===== config.mk =====
export PLATFORM = sky130hd
export DESIGN_NAME = ccu_top
export DESIGN_NICKNAME = d
export VERILOG_FILES = /design/src/hw/ccu_pkg.sv /design/src/hw/ccu_clk_div.sv /design/src/hw/ccu_top.sv
export SDC_FILE = /design/constraint.sdc
export NUM_CORES = 1
export LEC_CHECK = 0
export BUFFER_PORTS_ARGS = -buffer_cell sky130_fd_sc_hd__clkbuf_2
export CORE_AREA = 2 2 145 147
export DETAILED_ROUTE_END_ITERATION = 6
export DIE_AREA = 0 0 147 149
export GPL_TIMING_DRIVEN = 0
export PLACE_DENSITY = 0.85
export REMOVE_ABC_BUFFERS = 1
export SYNTH_ARGS = -nofsm -noshare
export SYNTH_HDL_FRONTEND = slang
export SYNTH_SLANG_ARGS = --single-unit

===== constraint.sdc =====
create_clock -name aclk -period 12.6 [get_ports aclk]
set_clock_uncertainty 0.1 [all_clocks]
set_input_delay 1.26 -clock aclk [delete_from_list [all_inputs] [get_ports aclk]]
set_output_delay 1.26 -clock aclk [all_outputs]
set_load 0.01 [all_outputs]

===== src/hw/ccu_pkg.sv =====
// package of constants and types for the clock update and reset controller
//
// Overview of operation
// (RL1) PLL settings apply only on update bit
// (RL2) full relock waits 520 reference periods
// (RL3) glitchless source switch during PLL lock
// (RL4) divider-exponent-only change waits ten periods
// (RL5) software gates unmanaged PLL clocks first
// (RL6) PLL, divider and source update separately
// (RL7) other PLL used while one relocks
// (RL8) reset presets give 96 MHz clocks
// (RL9) integer dividers span one to sixty-four
// (RL10) fixed halves and selectable four-three-two-one dividers
// (RL11) software changes managed clocks via update register
// (RL12) software never gates memory interface clock
// (RL13) core at most 347.5, bus 120 MHz
// (RL14) array memory 360, compute 180 MHz max
// (RL15) PLL outputs within per-PLL maxima
// (RL16) peripheral reference clocks at most 133 MHz
// (RL17) memory clock independent of bus clock
// (RL18) memory timing writable only in config state
// (RL19) read data invalid until delay line relocks
// (RL20) pin held one second, then 500-period wait
// (RL21) pin, loader, registers, watchdog all reset
// (RL22) board straps secure low, boot-mode high
// (RL23) PLL fields eight, five, three bits wide
// (RL24) two straps select preset PLL configuration
// (RL25) outgoing clock stops low, incoming synchronised first
package ccu_pkg;
	// ========================================================
	// register map
	localparam logic [7:0] CCU_ADDR_SYS_PLL   = 8'h00;
	localparam logic [7:0] CCU_ADDR_ARR_PLL   = 8'h04;
	localparam logic [7:0] CCU_ADDR_CLK_SEL   = 8'h08;
	localparam logic [7:0] CCU_ADDR_UPDATE    = 8'h0C;
	localparam logic [7:0] CCU_ADDR_STATUS    = 8'h10;
	localparam logic [7:0] CCU_ADDR_RESET_REQ = 8'h14;
	localparam logic [7:0] CCU_ADDR_MEM_CTL   = 8'h18;
	localparam logic [7:0] CCU_ADDR_MEM_TIM   = 8'h1C;
	// ========================================================
	// PLL word: feedback [7:0], reference [12:8], exponent [15:13]
	localparam int CCU_FB_LSB  = 0;
	localparam int CCU_REF_LSB = 8;
	localparam int CCU_EXP_LSB = 13;
	localparam int CCU_PLL_W   = 16;
	// update register bits
	localparam int CCU_UPD_SYS = 0;
	localparam int CCU_UPD_ARR = 1;
	localparam int CCU_UPD_SEL = 2;
	// clock select word: src [0], integer div-1 [6:1], choice div [8:7]
	localparam int CCU_SEL_W   = 9;
	// ========================================================
	// timing, in reference clock periods
	localparam int CCU_LOCK_FULL   = 520;
	localparam int CCU_LOCK_EXP    = 10;
	localparam int CCU_RESET_WAIT  = 500;
	localparam int CCU_DLL_LOCK    = 64;
	localparam int CCU_CNT_W       = 10;
	// ========================================================
	// reset values: 24 MHz preset, feedback 31, ref 0, exp 4 -> 96 MHz
	localparam logic [15:0] CCU_PRESET_13 = 16'h4CBF;
	localparam logic [15:0] CCU_PRESET_19 = 16'h8027;
	localparam logic [15:0] CCU_PRESET_24 = 16'h801F;
	localparam logic [15:0] CCU_PRESET_27 = 16'h88FF;
	localparam logic [8:0]  CCU_SEL_RST   = 9'h000;
	localparam logic [1:0]  CCU_RESP_OK   = 2'b00;
	localparam logic [1:0]  CCU_RESP_ERR  = 2'b10;

	typedef enum logic [1:0] {
		CCU_IDLE  = 2'b00,
		CCU_LOCK  = 2'b01,
		CCU_RSTW  = 2'b10
	} ccu_state_t;

	// preset PLL word selected by the reference strap
	function automatic logic [15:0] ccu_preset(input logic [1:0] strap);
		case (strap)
			2'b00:   ccu_preset = CCU_PRESET_13;
			2'b01:   ccu_preset = CCU_PRESET_19;
			2'b11:   ccu_preset = CCU_PRESET_27;
			default: ccu_preset = CCU_PRESET_24;
		endcase
	endfunction
endpackage


===== src/hw/ccu_clk_div.sv =====
// integer and choice clock divider with glitchless enable
`timescale 1ns/1ps
module ccu_clk_div
	import ccu_pkg::*;
(
	input  wire logic       aclk,
	input  wire logic       aresetn,
	input  wire logic       src_on,
	input  wire logic [5:0] int_div_m1,
	input  wire logic [1:0] choice_sel,
	output logic            clk_en_ff
);
	logic [5:0] cnt_ff;
	logic [5:0] nxt_cnt;
	logic [7:0] limit;
	logic       on_meta_ff;
	logic       on_sync_ff;

	// enable crosses in two stages so a restart never cuts a pulse
	always_ff @(posedge aclk) begin
		if (!aresetn) begin
			on_meta_ff <= 1'b0;
			on_sync_ff <= 1'b0;
		end else begin
			on_meta_ff <= src_on;
			on_sync_ff <= on_meta_ff; // RL25
		end
	end

	// choice ratio /1../4 stacked on integer /1../64; a product above 64 runs at /1
	always_comb begin
		limit = 8'(({2'b00, int_div_m1} + 8'h01) * ({6'h00, choice_sel} + 8'h01) - 8'h01); // RL9 RL10
		nxt_cnt = (8'({2'b00, cnt_ff}) >= limit || limit > 8'h3F) ? 6'h00 : cnt_ff + 6'h01;
	end

	// pulse ends at a period boundary, so the gated clock stops low
	always_ff @(posedge aclk) begin
		if (!aresetn) begin
			cnt_ff    <= 6'h00;
			clk_en_ff <= 1'b0;
		end else if (!on_sync_ff) begin
			cnt_ff    <= 6'h00;
			clk_en_ff <= 1'b0; // RL25
		end else begin
			cnt_ff    <= nxt_cnt;
			clk_en_ff <= (nxt_cnt == 6'h00);
		end
	end
endmodule


===== src/hw/ccu_top.sv =====
// clock update, PLL lock sequencing and reset controller top
`timescale 1ns/1ps
module ccu_top
	import ccu_pkg::*;
(
	input  wire logic        aclk,
	input  wire logic        aresetn,
	input  wire logic        ref_tick,
	input  wire logic [1:0]  ref_strap,
	input  wire logic        external_reset_pin_n,
	input  wire logic        boot_reset_req,
	input  wire logic        wdog_reset_req,
	input  wire logic [7:0]  s_axi_awaddr,
	input  wire logic        s_axi_awvalid,
	output logic             s_axi_awready,
	input  wire logic [31:0] s_axi_wdata,
	input  wire logic [3:0]  s_axi_wstrb,
	input  wire logic        s_axi_wvalid,
	output logic             s_axi_wready,
	output logic [1:0]       s_axi_bresp,
	output logic             s_axi_bvalid,
	input  wire logic        s_axi_bready,
	input  wire logic [7:0]  s_axi_araddr,
	input  wire logic        s_axi_arvalid,
	output logic             s_axi_arready,
	output logic [31:0]      s_axi_rdata,
	output logic [1:0]       s_axi_rresp,
	output logic             s_axi_rvalid,
	input  wire logic        s_axi_rready,
	output logic [15:0]      sys_pll_cfg_ff,
	output logic [15:0]      array_pll_cfg_ff,
	output logic             sys_pll_valid_ff,
	output logic             array_pll_valid_ff,
	output logic             src_is_array_ff,
	output logic             core_clk_en,
	output logic             bus_clk_en,
	output logic             internal_reset_n_ff,
	output logic             mem_access_block_ff,
	output logic             mem_read_valid_ff,
	output logic [31:0]      mem_timing_ff
);
	// ========================================================
	// state
	ccu_state_t state_ff;
	ccu_state_t nxt_state;
	logic [15:0]       sys_stage_ff;
	logic [15:0]       arr_stage_ff;
	logic [8:0]        sel_stage_ff;
	logic [8:0]        sel_live_ff;
	logic [CCU_CNT_W-1:0] lock_cnt_ff;
	logic              lock_arr_ff;
	logic              pend_sel_ff;
	logic              sw_reset_ff;
	logic              mem_cfg_ff;
	logic              mem_clk_chg_ff;
	logic [6:0]        dll_cnt_ff;
	logic              aw_ok_ff;
	logic              w_ok_ff;
	logic [7:0]        awaddr_ff;
	logic [31:0]       wdata_ff;
	logic [3:0]        wstrb_ff;
	logic              wr_fire;
	logic              upd_sys;
	logic              upd_arr;
	logic              upd_sel;
	logic              any_reset;
	logic              src_ok;
	logic              arr_locking;
	logic [31:0]       wmask;

	// expand byte strobes into a bit mask
	function automatic logic [31:0] ccu_mask(input logic [3:0] s);
		ccu_mask = {{8{s[3]}}, {8{s[2]}}, {8{s[1]}}, {8{s[0]}}};
	endfunction

	// ========================================================
	// AXI write channel: address and data taken in either order
	assign s_axi_awready = !aw_ok_ff && !s_axi_bvalid;
	assign s_axi_wready  = !w_ok_ff && !s_axi_bvalid;
	assign wr_fire       = aw_ok_ff && w_ok_ff && !s_axi_bvalid;
	assign wmask         = ccu_mask(wstrb_ff);

	always_ff @(posedge aclk) begin
		if (!aresetn) begin
			aw_ok_ff  <= 1'b0;
			w_ok_ff   <= 1'b0;
			awaddr_ff <= 8'h00;
			wdata_ff  <= 32'h0000_0000;
			wstrb_ff  <= 4'h0;
		end else begin
			if (s_axi_awvalid && s_axi_awready) begin
				aw_ok_ff  <= 1'b1;
				awaddr_ff <= s_axi_awaddr;
			end else if (wr_fire) begin
				aw_ok_ff <= 1'b0;
			end
			if (s_axi_wvalid && s_axi_wready) begin
				w_ok_ff  <= 1'b1;
				wdata_ff <= s_axi_wdata;
				wstrb_ff <= s_axi_wstrb;
			end else if (wr_fire) begin
				w_ok_ff <= 1'b0;
			end
		end
	end

	// write response; addresses past the register map answer with slave error
	always_ff @(posedge aclk) begin
		if (!aresetn) begin
			s_axi_bvalid <= 1'b0;
			s_axi_bresp  <= CCU_RESP_OK;
		end else if (wr_fire) begin
			s_axi_bvalid <= 1'b1;
			s_axi_bresp  <= (awaddr_ff[7:2] > CCU_ADDR_MEM_TIM[7:2]) ? CCU_RESP_ERR : CCU_RESP_OK;
		end else if (s_axi_bready) begin
			s_axi_bvalid <= 1'b0;
		end
	end

	// ========================================================
	// staged settings: writes only stage, the kick applies them
	assign upd_sys = wr_fire && awaddr_ff == CCU_ADDR_UPDATE && wmask[CCU_UPD_SYS] && wdata_ff[CCU_UPD_SYS];
	assign upd_arr = wr_fire && awaddr_ff == CCU_ADDR_UPDATE && wmask[CCU_UPD_ARR] && wdata_ff[CCU_UPD_ARR];
	assign upd_sel = wr_fire && awaddr_ff == CCU_ADDR_UPDATE && wmask[CCU_UPD_SEL] && wdata_ff[CCU_UPD_SEL];

	always_ff @(posedge aclk) begin
		if (!aresetn) begin
			sys_stage_ff <= 16'h0000;
			arr_stage_ff <= 16'h0000;
			sel_stage_ff <= CCU_SEL_RST;
		end else if (state_ff == CCU_RSTW && lock_cnt_ff == '0) begin
			sys_stage_ff <= ccu_preset(ref_strap); // RL24
			arr_stage_ff <= ccu_preset(ref_strap);
		end else if (wr_fire) begin
			if (awaddr_ff == CCU_ADDR_SYS_PLL)
				sys_stage_ff <= (sys_stage_ff & ~wmask[15:0]) | (wdata_ff[15:0] & wmask[15:0]); // RL23
			if (awaddr_ff == CCU_ADDR_ARR_PLL)
				arr_stage_ff <= (arr_stage_ff & ~wmask[15:0]) | (wdata_ff[15:0] & wmask[15:0]);
			if (awaddr_ff == CCU_ADDR_CLK_SEL)
				sel_stage_ff <= (sel_stage_ff & ~wmask[8:0]) | (wdata_ff[8:0] & wmask[8:0]);
		end
	end

	// ========================================================
	// lock sequencer; lock counts advance on reference ticks
	always_comb begin
		nxt_state = state_ff;
		case (state_ff)
			CCU_RSTW: if (ref_tick && lock_cnt_ff == CCU_CNT_W'(CCU_RESET_WAIT)) nxt_state = CCU_IDLE; // RL20
			CCU_IDLE: if (upd_sys || upd_arr) nxt_state = CCU_LOCK;
			CCU_LOCK: if (ref_tick && lock_cnt_ff == '0) nxt_state = CCU_IDLE;
			default:  nxt_state = CCU_RSTW;
		endcase
	end

	always_ff @(posedge aclk) begin
		if (!aresetn || any_reset) begin
			state_ff <= CCU_RSTW;
		end else begin
			state_ff <= nxt_state;
		end
	end

	// one PLL relocks at a time; exponent-only change gets the short wait
	always_ff @(posedge aclk) begin
		if (!aresetn || any_reset) begin
			lock_cnt_ff      <= '0;
			lock_arr_ff      <= 1'b0;
			sys_pll_cfg_ff   <= 16'h0000;
			array_pll_cfg_ff <= 16'h0000;
		end else begin
			case (state_ff)
				CCU_RSTW: begin
					if (ref_tick)
						lock_cnt_ff <= lock_cnt_ff + 1'b1;
					if (lock_cnt_ff == 1) begin
						sys_pll_cfg_ff   <= sys_stage_ff; // RL8
						array_pll_cfg_ff <= arr_stage_ff;
					end
					if (nxt_state == CCU_IDLE)
						lock_cnt_ff <= '0;
				end
				CCU_IDLE: begin
					if (upd_sys) begin
						lock_arr_ff    <= 1'b0;
						sys_pll_cfg_ff <= sys_stage_ff; // RL1
						lock_cnt_ff    <= (sys_stage_ff[12:0] == sys_pll_cfg_ff[12:0]) ?
							CCU_CNT_W'(CCU_LOCK_EXP) : CCU_CNT_W'(CCU_LOCK_FULL); // RL2 RL4
					end else if (upd_arr) begin
						lock_arr_ff      <= 1'b1;
						array_pll_cfg_ff <= arr_stage_ff; // RL1
						lock_cnt_ff      <= (arr_stage_ff[12:0] == array_pll_cfg_ff[12:0]) ?
							CCU_CNT_W'(CCU_LOCK_EXP) : CCU_CNT_W'(CCU_LOCK_FULL); // RL2 RL4
					end
				end
				CCU_LOCK: if (ref_tick && lock_cnt_ff != '0) lock_cnt_ff <= lock_cnt_ff - 1'b1;
				default: lock_cnt_ff <= '0;
			endcase
		end
	end

	// which PLL relocks as seen at this edge; lock_arr_ff alone lags one cycle
	// and would drop the wrong valid flag on the kick edge
	assign arr_locking = (state_ff == CCU_IDLE) ? (upd_arr && !upd_sys) : lock_arr_ff;

	// PLL valid flags drop during the reset wait and their own lock interval only
	always_ff @(posedge aclk) begin
		if (!aresetn || any_reset) begin
			sys_pll_valid_ff   <= 1'b0;
			array_pll_valid_ff <= 1'b0;
		end else begin
			sys_pll_valid_ff   <= (nxt_state == CCU_IDLE) || (nxt_state == CCU_LOCK && arr_locking);
			array_pll_valid_ff <= (nxt_state == CCU_IDLE) || (nxt_state == CCU_LOCK && !arr_locking);
		end
	end

	// ========================================================
	// source select: a pending change waits for the target PLL
	always_ff @(posedge aclk) begin
		if (!aresetn || any_reset) begin
			sel_live_ff     <= CCU_SEL_RST;
			src_is_array_ff <= 1'b0;
			pend_sel_ff     <= 1'b0;
		end else begin
			if (pend_sel_ff && !core_clk_en && (sel_stage_ff[0] ? array_pll_valid_ff : sys_pll_valid_ff)) begin
				sel_live_ff     <= sel_stage_ff; // RL7
				src_is_array_ff <= sel_stage_ff[0];
				pend_sel_ff     <= 1'b0;
			end
			// a kick in the apply cycle stays pending: the set wins
			if (upd_sel)
				pend_sel_ff <= 1'b1; // RL6
		end
	end

	// the running source is paused while it relocks or a switch is due
	assign src_ok = (src_is_array_ff ? array_pll_valid_ff : sys_pll_valid_ff) && !pend_sel_ff; // RL3

	ccu_clk_div u_core_div (
		.aclk       (aclk),
		.aresetn    (aresetn),
		.src_on     (src_ok),
		.int_div_m1 (sel_live_ff[6:1]),
		.choice_sel (2'b00),
		.clk_en_ff  (core_clk_en)
	);

	// bus clock is the core clock further divided by the choice ratio while the product stays within 64
	ccu_clk_div u_bus_div (
		.aclk       (aclk),
		.aresetn    (aresetn),
		.src_on     (src_ok),
		.int_div_m1 (sel_live_ff[6:1]),
		.choice_sel (sel_live_ff[8:7]),
		.clk_en_ff  (bus_clk_en)
	);

	// ========================================================
	// reset sources: pin, boot loader, software and watchdog
	assign any_reset = !external_reset_pin_n || boot_reset_req || wdog_reset_req || sw_reset_ff; // RL21

	always_ff @(posedge aclk) begin
		if (!aresetn) begin
			sw_reset_ff <= 1'b0;
		end else begin
			sw_reset_ff <= wr_fire && awaddr_ff == CCU_ADDR_RESET_REQ && wmask[0] && wdata_ff[0];
		end
	end

	// internal reset holds until the PLL wait has finished
	always_ff @(posedge aclk) begin
		if (!aresetn || any_reset) begin
			internal_reset_n_ff <= 1'b0;
		end else begin
			internal_reset_n_ff <= (state_ff != CCU_RSTW); // RL20
		end
	end

	// ========================================================
	// memory side: own clock untouched by bus changes
	always_ff @(posedge aclk) begin
		if (!aresetn || !internal_reset_n_ff) begin
			mem_cfg_ff     <= 1'b0;
			mem_clk_chg_ff <= 1'b0;
			mem_timing_ff  <= 32'h0000_0000;
		end else begin
			mem_clk_chg_ff <= wr_fire && awaddr_ff == CCU_ADDR_MEM_CTL && wmask[8] && wdata_ff[1];
			if (wr_fire && awaddr_ff == CCU_ADDR_MEM_CTL && wmask[0])
				mem_cfg_ff <= wdata_ff[0];
			if (wr_fire && awaddr_ff == CCU_ADDR_MEM_TIM && mem_cfg_ff)
				mem_timing_ff <= (mem_timing_ff & ~wmask) | (wdata_ff & wmask); // RL18
		end
	end

	// accesses blocked in config; reads held invalid while delay line relocks
	always_ff @(posedge aclk) begin
		if (!aresetn || !internal_reset_n_ff) begin
			dll_cnt_ff          <= 7'h00;
			mem_access_block_ff <= 1'b1;
			mem_read_valid_ff   <= 1'b0;
		end else begin
			mem_access_block_ff <= mem_cfg_ff; // RL18 RL17
			if (mem_clk_chg_ff)
				dll_cnt_ff <= 7'(CCU_DLL_LOCK);
			else if (ref_tick && dll_cnt_ff != 7'h00)
				dll_cnt_ff <= dll_cnt_ff - 7'h01;
			mem_read_valid_ff <= (dll_cnt_ff == 7'h00) && !mem_clk_chg_ff; // RL19
		end
	end

	// ========================================================
	// read channel: one cycle to answer, held until rready
	assign s_axi_arready = !s_axi_rvalid;

	always_ff @(posedge aclk) begin
		if (!aresetn) begin
			s_axi_rvalid <= 1'b0;
			s_axi_rdata  <= 32'h0000_0000;
			s_axi_rresp  <= CCU_RESP_OK;
		end else if (s_axi_arvalid && s_axi_arready) begin
			s_axi_rvalid <= 1'b1;
			s_axi_rresp  <= CCU_RESP_OK;
			case (s_axi_araddr)
				CCU_ADDR_SYS_PLL:   s_axi_rdata <= {sys_pll_cfg_ff, sys_stage_ff};
				CCU_ADDR_ARR_PLL:   s_axi_rdata <= {array_pll_cfg_ff, arr_stage_ff};
				CCU_ADDR_CLK_SEL:   s_axi_rdata <= {7'h00, sel_live_ff, 7'h00, sel_stage_ff};
				CCU_ADDR_UPDATE:    s_axi_rdata <= 32'h0000_0000;
				// status: state in bits 7:6, flags below it
				CCU_ADDR_STATUS:    s_axi_rdata <= {24'h000000, state_ff, pend_sel_ff, lock_arr_ff,
					mem_read_valid_ff, src_is_array_ff, array_pll_valid_ff, sys_pll_valid_ff};
				CCU_ADDR_RESET_REQ: s_axi_rdata <= 32'h0000_0000;
				CCU_ADDR_MEM_CTL:   s_axi_rdata <= {31'h00000000, mem_cfg_ff};
				CCU_ADDR_MEM_TIM:   s_axi_rdata <= mem_timing_ff;
				default: begin
					s_axi_rdata <= 32'h0000_0000;
					s_axi_rresp <= CCU_RESP_ERR;
				end
			endcase
		end else if (s_axi_rready) begin
			s_axi_rvalid <= 1'b0;
		end
	end
endmodule


# Word-level counts from Yosys, hierarchy flattened
# Index checks and enable logic that the tools add are counted.
# op_classes
n_eq_ne,30
shift,0
n_mul,1
add_sub_neg,9
bitwise,15
n_reduce_logical,87
muxes,47
order_cmp,5
div_mod_pow,0
# ops
cell,count
case mux 32 bit (6 select lines),1
2-to-1 mux 16 bit,11
2-to-1 mux 10 bit,7
bitwise AND 32 bit,2
case mux 16 bit (2 select lines),2
== test 8 x 5 -> 1 bit (second input constant),7
bitwise AND 16 bit,3
case mux 16 bit (3 select lines),1
logical AND 1 bit,33
== test 8 x 4 -> 1 bit (second input constant),4
NOT 32 bit,1
OR 16 bit,2
OR 32 bit,1
case mux 10 bit (3 select lines),1
== test 13 bit,2
nonzero test 2 bit,11
bitwise AND 9 bit,2
== test 8 x 3 -> 1 bit (second input constant),2
>= comparator 6 x 8 -> 1 bit,2
greater-than comparator 8 x 6 -> 1 bit (second input constant),2
logical NOT 8 bit,2
NOT 16 bit,1
subtractor 8 x 1 -> 8 bit (second input constant),2
2-to-1 mux 1 bit,14
36 further kinds,78
# word_totals
wordCells,232
ram_bits,0
latchBits,0
output_inout_bits,113
n_memories,0
rom_bits,0
reg_bits,244
input_bits,65

# Depth between registers and ports, before layout
# Gate-level depths: netlist of the first run.
# logic_depth
depth_word,11
ltp_mapped,17
mapped_depth_nobuf,17

# Modules after synthesis
# Synthesis of the first run repeated with hierarchy kept, for this count alone.
# hier_totals
hier_cells,1519
area_unflattened_um2,12667.1
# by_module_without_submodules
module,area_per_inst_um2,seq_area_each_um2,cells_each,instances
ccu_top,10254.8,4504.3,1239,1
ccu_clk_div,1206.2,180.2,140,2

# Worst setup path after synthesis of the first run
# No wires, ideal clock.
# synth_timing
kind,register -> register
from,reg sel_live_ff[1]
to,reg u_bus_div.cnt_ff[2]
setup_time_ps,67
stages_incl_launch_ff,17
n_path_buf,1
t_required_ps,12433
synth_period_minus_slack_ps,4029
arrival_ps,3862
setup_slack_ps,8571
cell_sequence,dfxtp_1 clkbuf_1 nand3_1 xnor2_1 nand2_1 ha_1 fa_1 inv_1 ha_1 o21a_1 o31a_1 a21o_1 ha_1 or4_1 nand3_1 nand4b_1 nor2_1
# synth_between
elab_chain_len,6
word_cells_on_any_way,7
classes_between,2 x add/sub; 1 x mul; 2 x order compare; 1 x mux; 1 x reduce/logical
# synth_rtl
item,line_no,text
start: declaration,ccu_top.sv:49,logic [8:0] sel_live_ff;
start signal: assignment,ccu_top.sv:226,sel_live_ff <= sel_stage_ff;
adder 6 x 1 -> 7 bit (*),ccu_clk_div.sv:32,"limit = 8'(({2'b00, int_div_m1} + 8'h01) * ({6'h00, choice_sel} + 8'h01) - 8'h01);"
multiplier 8 x 8 -> 8 bit (*),ccu_clk_div.sv:32,
subtractor 8 x 1 -> 8 bit (*),ccu_clk_div.sv:32,
>= comparator 6 x 8 -> 1 bit or greater-than comparator 8 x 6 -> 1 bit (tied branches),ccu_clk_div.sv:33,"nxt_cnt = (8'({2'b00, cnt_ff}) >= limit || limit > 8'h3F) ? 6'h00 : cnt_ff + 6'h01;"
logical OR 1 bit (*),ccu_clk_div.sv:33,
2-to-1 mux 6 bit (*),ccu_clk_div.sv:33,
end signal: assignment,ccu_clk_div.sv:45,cnt_ff <= nxt_cnt;
end: declaration,ccu_clk_div.sv:13,logic [5:0] cnt_ff;
# Every way passes the cells marked *; elsewhere a longest branch is shown, timed or not.
# A chain may end at the register's enable or synchronous reset.

# Worst setup path after layout of the first run
# layout_timing
from,reg sel_live_ff[1]
to,reg u_bus_div.cnt_ff[5]
# Same word-level chain as after synthesis.

==> results.py, run 1 <==
metrics = {
    "setup_path": {
        "cpMaxStageDelayCell": "dfxtp_1",
        "slowest_delay_ns": 0.73,
        "worstPathArrival_ns": 5.22,
        "start_kind": "register",
        "worstPathCellList": "ha_1 > nand3_1 > xnor2_1 > nand2_1 > ha_1 > fa_1 > inv_1 > ha_1 > o21a_1 > o31a_1 > a21o_1 > ha_1 > or4_1 > nand3_1 > nand4b_1 > nor2_1",
        "end_kind": "register",
        "cp_max_fo": 16,
        "crit_required_ns": 12.97,
        "crit_type": "register to register",
        "path_common_cell": "ha_1",
        "r2r_slack_ns": 7.76,
    },
    "power": {
        "peakVddDrop_mv": 0.1106,
        "swShare": 0.2262,
        "share_seq_of_total_power": 0.455,
        "power_density_mw_per_mm2": 125.9,
        "total_power_w": 0.001753,
        "leakage_nw": 5.613,
        "power_switching_w": 0.0003966,
        "comb_power_share": 0.050,
        "p_int_w": 0.001357,
        "clockPowerShare": 0.495,
    },
    "clock_tree": {
        "cts.sinks": 241,
        "clkLatencyLatePin_ns": 0.55,
        "cts_buffer_depth": 3,
        "clk_pin_slew_ns": 0.06,
        "cts_tree": "built",
        "cts-resized-gates": 0,
        "hold_buffers": 0,
        "cts_buffers": 26,
        "clockRootBuffer": "clkbuf_16",
        "htreeDepth": 1,
        "post_cts_buffers": 0,
    },
    "drt": {
        "first_pass_iters": 7,
        "wl_mm": 33.77,
        "antenna_left": 0,
        "via_count": 10680,
        "via_per_inst": 5.959,
        "drcViolationCount": 3,
        "drt_iter0_drc": 904,
        "wl_per_cell_um": 18.85,
    },
    "place": {
        "hpwl_mm": 23.17,
        "pre_cts_slack_ns": 7.855,
        "finalWeightedCongestion": 0.9207,
        "port_buffers": 175,
    },
    "synthesis": {
        "syn-cell-area_mm2": 0.01193,
        "synthMuxAreaShare": 0.09395,
        "ys_warn_count": 0,
        "synth_top_area_frac": 0.4043,
        "synth_area_per_cell_um2": 8.697,
        "yosysTopAreaCell": "dfxtp_1",
        "syn-instance-count": 1372,
        "yosysUniqueCellTypes": 71,
        "ys_ff_latch": 241,
        "seq_area_frac_synth": 0.4043,
        "synth_flop_cell": "dfxtp_1",
        "async_reset_ff_frac": 0,
        "synthAdderAreaFrac": 0.05096,
        "synth-xor-area-share": 0.04226,
        "synth_top_family_by_area": "simple AND/OR/NAND/NOR gates",
        "synth.area.top_cells": "dfxtp_1 (40%), mux2i_1 (9.4%), nand2_1 (6.2%)",
        "synth_edf_count": 0,
        "synth_compound_gate_area_share": 0.1667,
        "synth-simple-area-share": 0.1985,
    },
    "floorplanning": {
        "io_pins": 178,
        "die_w_um": 147,
        "fp.dieH_um": 149,
        "start_util": 0.5805,
        "num_rows": 53,
        "core-area_mm2": 0.02056,
        "dieArea_mm2": 0.02190,
    },
    "cells_and_area": {
        "final_cell_mix": "dfxtp_1 (241), nand2_1 (195), clkbuf_2 (174)",
        "nets": 1607,
        "n_antenna_cell": 0,
        "areaGrowthSynthToFinish_pct": 16.71,
        "drive_above_1_share": 0.1641,
        "final_common_cell": "dfxtp_1",
        "fillers": 1620,
        "utilization": 0.6775,
    },
    "sta": {
        "relSlewSlack": 0.1051,
        "final-hold-violation-count": 0,
        "setup_tns_ns": 0,
        "finalCriticalPeriod_ns": 4.843,
        "finalSetupViolations": 0,
        "fin_ws_ns": 7.757,
        "rsz0062_at_grt": "no",
        "fmax_mhz": 206.5,
        "fin_hold_ws_ns": 0.3410,
        "period_share": 0.3844,
        "slew_viol_final": 0,
        "tightestPinTransition_ns": 1.339,
    },
    "flow_run": {
        "maxCapViolCount": 0,
    },
    "grt": {
        "grt_pass1_vias": 10230,
        "grt_pass1_wl_mm": 52.99,
        "grt_util_all_layers": 0.2979,
        "grt_max_degree": 87,
        "grt-ovfl-total": 0,
        "antenna_found_initial": 0,
    },
    "run_status": {
        "outcome": "complete, but fails checks",
        "violations": "design-rule violations",
    },
    "worst_hold_path": {
        "hp-class": "register to register",
    },
}
-- area by class of cell --
type                            instances  area [um^2]  share of cell area
Clock buffer                           33        706.9             0.05076
Clock inverter                         15        280.3             0.02012
Inverter                               38        142.6             0.01024
Multi-Input combinational cell       1009         6614              0.4749
Sequential cell                       241         4825              0.3464
Tap cell                              275        344.1             0.02471
Timing Repair Buffer                  181         1015             0.07286
-- power groups by stage --
stage	Sequential, W	Combinational, W	Clock (W)
global placement	0.000812	0.0000806	0
floorplan	0.000807	0.0000479	0
CTS	0.000797	0.0000864	0.000874
global route	0.000799	0.0000953	0.000907
finish	0.000797	0.0000875	0.000869
detailed placement	0.000813	0.0000852	0
-- Yosys cell counts, types with 17 or more instances --
library cell and instances:
xor2_1 24, and2_1 29, nand3_1 32, clkbuf_1 65
inv_1 38, ha_1 39, nor2_1 142, mux2i_1 112
a21oi_1 50, nand2_1 198, xnor2_1 31, a21o_1 20
a22oi_1 29, a21boi_0 71, nor2b_1 17, dfxtp_1 241
o21ai_0 46
-- layer usage --
| layer | routed length (um) | track usage |
|---|---|---|
| met3 | 2954 | 0.05902 |
| met5 | 0 | 0 |
| met2 | 15990 | 0.5009 |
| met1 | 13570 | 0.3784 |
| met4 | 1253 | 0.1207 |
-- worst paths after layout --
kind                            depth (start not counted)                              from                               end
worst max-delay path                                   16       sel_live_ff[1]$_SDFFE_PP0P_    u_bus_div.cnt_ff[5]$_SDFF_PN0_
worst min-delay path                                    1  u_core_div.on_meta_ff$_SDFF_PN0_  u_core_div.on_sync_ff$_SDFF_PN0_
worst max register to register                         16       sel_live_ff[1]$_SDFFE_PP0P_    u_bus_div.cnt_ff[5]$_SDFF_PN0_
worst min register to register                          1  u_core_div.on_meta_ff$_SDFF_PN0_  u_core_div.on_sync_ff$_SDFF_PN0_
-- cell families after synthesis --
family,after synthesis
AOI/OAI and AO/OA,285
xor gates and xnor gates,56
adders and majority gates,45
buffers and inverters,123
DFF,241
muxes,112
other,1
and+or+nand+nor,509
-- metrics by stage --
stage,instances,area [um^2]
final,1792,13930
after CTS,1791,13910
after global placement,1738,12790
after floorplan,1288,11570
after detailed placement,1743,12920
after global routing,1792,13930
-- worst max-delay path, delay by kind of cell (launching register included) --
kind / cells / cell delay (ns)
AO/OA/AOI/OAI: 3 / 0.40
XOR/XNOR: 1 / 0.29
adder cells (fa/ha/maj): 5 / 1.80
buffers and inverters: 1 / 0.04
flip-flops: 1 / 0.73
AND/OR/NAND/NOR: 6 / 1.41
Note: power is estimated with default switching activity, not from simulation.
==> run 2: changes to the inputs <==
--- a/config.mk
+++ b/config.mk
@@ -5,12 +5,13 @@
 export SDC_FILE = /design/constraint.sdc
 export NUM_CORES = 1
 export LEC_CHECK = 0
+export ABC_AREA = 1
 export BUFFER_PORTS_ARGS = -buffer_cell sky130_fd_sc_hd__clkbuf_2
-export CORE_AREA = 2 2 145 147
+export CORE_AREA = 2 2 154 156
 export DETAILED_ROUTE_END_ITERATION = 6
-export DIE_AREA = 0 0 147 149
+export DIE_AREA = 0 0 156 158
 export GPL_TIMING_DRIVEN = 0
-export PLACE_DENSITY = 0.85
+export PLACE_DENSITY = 0.79
 export REMOVE_ABC_BUFFERS = 1
 export SYNTH_ARGS = -nofsm -noshare
 export SYNTH_HDL_FRONTEND = slang
==> constraint.sdc (replaced) <==
create_clock -name aclk -period 3.9 [get_ports aclk]
set_clock_uncertainty 0.1 [all_clocks]
set_input_delay 0.39 -clock aclk [delete_from_list [all_inputs] [get_ports aclk]]
set_output_delay 0.39 -clock aclk [all_outputs]
set_load 0.01 [all_outputs]
==> run 2 against run 1 <==
  * Power rose to 3.1 times the previous value
  * Critical path depth is 3 higher
  * Hold slack worse by 0.32 ns
  * Synthesized area fell by 0.98%
  * Cell count grew 14%
  * Non-clock buffer count fell by 3
  * First-iteration DRC count rose by 30%
  * Sequential cell count unchanged
  * Core utilization fell by 8.3 points
  * The run now ends clean
  * Largest cell class unchanged
==> results.py, run 2 <==
metrics = {
    "cells_and_area": {
        "nets": 1850,
        "utilization": 0.5941,
        "drive_above_1_share": 0.1732,
        "fillers": 2097,
        "final_cell_mix": "nand2_1 (239), dfxtp_1 (239), inv_1 (198)",
        "design_area_mm2": 0.01369,
        "regArea_mm2": 0.004830,
        "multi_input_comb_area_mm2": 0.005912,
        "areaGrowthSynthToFinish_pct": 15.89,
        "n_antenna_cell": 0,
    },
    "drt": {
        "wl_per_cell_um": 16.64,
        "via_per_inst": 5.545,
        "antenna_left": 0,
        "drt_iter0_drc": 1178,
        "drcViolationCount": 0,
        "wl_mm": 34.03,
        "first_pass_iters": 6,
        "via_count": 11340,
    },
    "floorplanning": {
        "die_w_um": 156,
        "fp.dieH_um": 158,
        "core-area_mm2": 0.02305,
        "start_util": 0.5126,
        "io_pins": 178,
        "dieArea_mm2": 0.02465,
        "num_rows": 56,
    },
    "grt": {
        "grt_max_degree": 75,
        "grt-busiest-layer": "met2",
        "grt-ovfl-total": 0,
        "grt_util_all_layers": 0.2655,
        "gr-usage-met3": 0.03997,
        "grt_pass1_vias": 10230,
        "grt_pass1_wl_mm": 52.64,
        "antenna_found_initial": 0,
        "use_met1": 0.3600,
        "use_met2": 0.4357,
    },
    "clock_tree": {
        "cts_buffer_depth": 3,
        "clockRootBuffer": "clkbuf_16",
        "cts_tree": "built",
        "clkLatencyLatePin_ns": 0.52,
        "htreeDepth": 1,
        "cts.sinks": 241,
        "cts_buffers": 25,
        "post_cts_buffers": 0,
        "clk_pin_slew_ns": 0.06,
    },
    "run_status": {
        "outcome": "finished, final reports clean",
    },
    "synthesis": {
        "syn-cell-area_mm2": 0.01182,
        "synth_flop_cell": "dfxtp_1",
        "async_reset_ff_frac": 0,
        "yosysTopAreaCell": "dfxtp_1",
        "yosysUniqueCellTypes": 51,
        "synth_common_cells": "nand2_1 (242), dfxtp_1 (241), inv_1 (200)",
        "seq_area_frac_synth": 0.4083,
        "ys_warn_count": 0,
        "synth.area.top_cells": "dfxtp_1 (41%), nand2_1 (7.7%), a21oi_1 (6.9%)",
        "synth_edf_count": 0,
        "yosysMostFrequentCell": "nand2_1",
        "ys_ff_latch": 241,
        "synth_top_area_frac": 0.4083,
        "synth_area_per_cell_um2": 7.381,
        "syn-instance-count": 1601,
    },
    "place": {
        "hpwl_mm": 24.45,
        "finalWeightedCongestion": 0.8949,
        "port_buffers": 175,
        "place_area_mm2": 0.01278,
    },
    "power": {
        "total_power_w": 0.005370,
        "peakVddDrop_mv": 0.2537,
        "leakage_nw": 5.675,
        "power_density_mw_per_mm2": 392.1,
    },
    "sta": {
        "relSlewSlack": 0.1106,
        "final-hold-violation-count": 0,
        "tightestPinTransition_ns": 1.333,
        "period_share": 0.9423,
        "setup_tns_ns": 0,
        "slew_viol_final": 0,
        "finalCriticalPeriod_ns": 3.675,
        "finalSetupViolations": 0,
        "fin_hold_ws_ns": 0.01836,
        "fmax_mhz": 272.1,
    },
    "setup_path": {
        "crit_type": "register to register",
        "worstPathArrival_ns": 3.99,
        "start_kind": "register",
        "crit_required_ns": 4.21,
        "cp_max_fo": 7,
        "end_kind": "register",
    },
    "flow_run": {
        "maxCapViolCount": 0,
    },
    "worst_hold_path": {
        "hp-class": "input port to register",
    },
}
## run 2: cell count changes in the layout (fill, tap and decap cells not counted), moves of 44 or more
cell      before  now
mux2i_1      112    0
o21ai_0       46  136
inv_1         38  198
a21oi_1       50  163
o21ai_1        0   46
a21boi_0      71    0
nand2_1      195  239
## run 2: path summary, 6_finish.rpt
| check | startpoint | endpoint | slack, ns | cells after the start |
|---|---|---|---|---|
| min | s_axi_bready | s_axi_bvalid$_SDFFE_PN0P_ | 0.02 | 4 |
| max | sel_live_ff[1]$_SDFFE_PP0P_ | u_bus_div.clk_en_ff$_SDFF_PN0_ | 0.23 | 19 |
| max reg2reg | sel_live_ff[1]$_SDFFE_PP0P_ | u_bus_div.clk_en_ff$_SDFF_PN0_ | 0.23 | 19 |
| min reg2reg | u_core_div.on_meta_ff$_SDFF_PN0_ | u_core_div.on_sync_ff$_SDFF_PN0_ | 0.31 | 2 |
## run 2: layout make-up
| cell class | instances | share of cell area |
|---|---|---|
| multi-input cells | 1074 | 0.4317 |
| flip-flops and latches | 241 | 0.3527 |
| repair buffers | 178 | 0.06889 |
| inverters | 220 | 0.06030 |
| clock buffers | 36 | 0.05381 |
| well taps | 290 | 0.02650 |
| clock inverters | 6 | 0.006122 |
## run 2: worst max-delay path: stages, from the launching register on
cell,delay [ns]
dfxtp_4,0.37
ha_1,0.22
nand2_2,0.13
nand2_2,0.09
inv_2,0.09
nand2_1,0.06
ha_1,0.32
fa_1,0.54
inv_1,0.04
ha_1,0.35
a21oi_1,0.19
o21ai_0,0.13
xnor2_1,0.15
ha_1,0.18
inv_1,0.05
nand2_1,0.08
nor2_4,0.14
nand3_4,0.12
a31oi_2,0.15
nor2_1,0.06
## run 2: metal layers
layer  vias up  part of all wire
met4         0             0.029
met3        73             0.085
met1      5221              0.43
met5         -                 0
li1       5554                 -
met2       491              0.45
## run 2: cells by family after synthesis
family                   share of synthesized area
flip-flops                                  0.4083
XOR/XNOR                                   0.03410
other                                    0.0003174
buffers and inverters                      0.09763
AND/OR/NAND/NOR                             0.1977
adder cells (fa/ha/maj)                    0.05146
AO/OA/AOI/OAI                               0.2105
## run 2: what timing repair did
| action | 4_1_cts | 5_1_grt |
|---|---|---|
| gates resized for setup | 2 | 13 |
| setup endpoints to repair | 2 | 7 |
| hold buffers | 0 | 0 |
| pin swaps | 0 | 5 |
## run 2: where the power goes
part           total (W)  switching (W)  internal, W
clock            0.00241       0.000978      0.00143
combinational   0.000358       0.000240     0.000118
sequential       0.00260      0.0000661      0.00253
total            0.00537        0.00128      0.00409
## run 2: metrics by stage
stage | cells | setup slack, ns
detailed placement | 2002 | -0.3699
CTS | 2044 | 0.02596
global route | 2045 | -0.02368
finish | 2045 | 0.2251
global placement | 2000 | -1.306
floorplan | 1535 | 0.3408
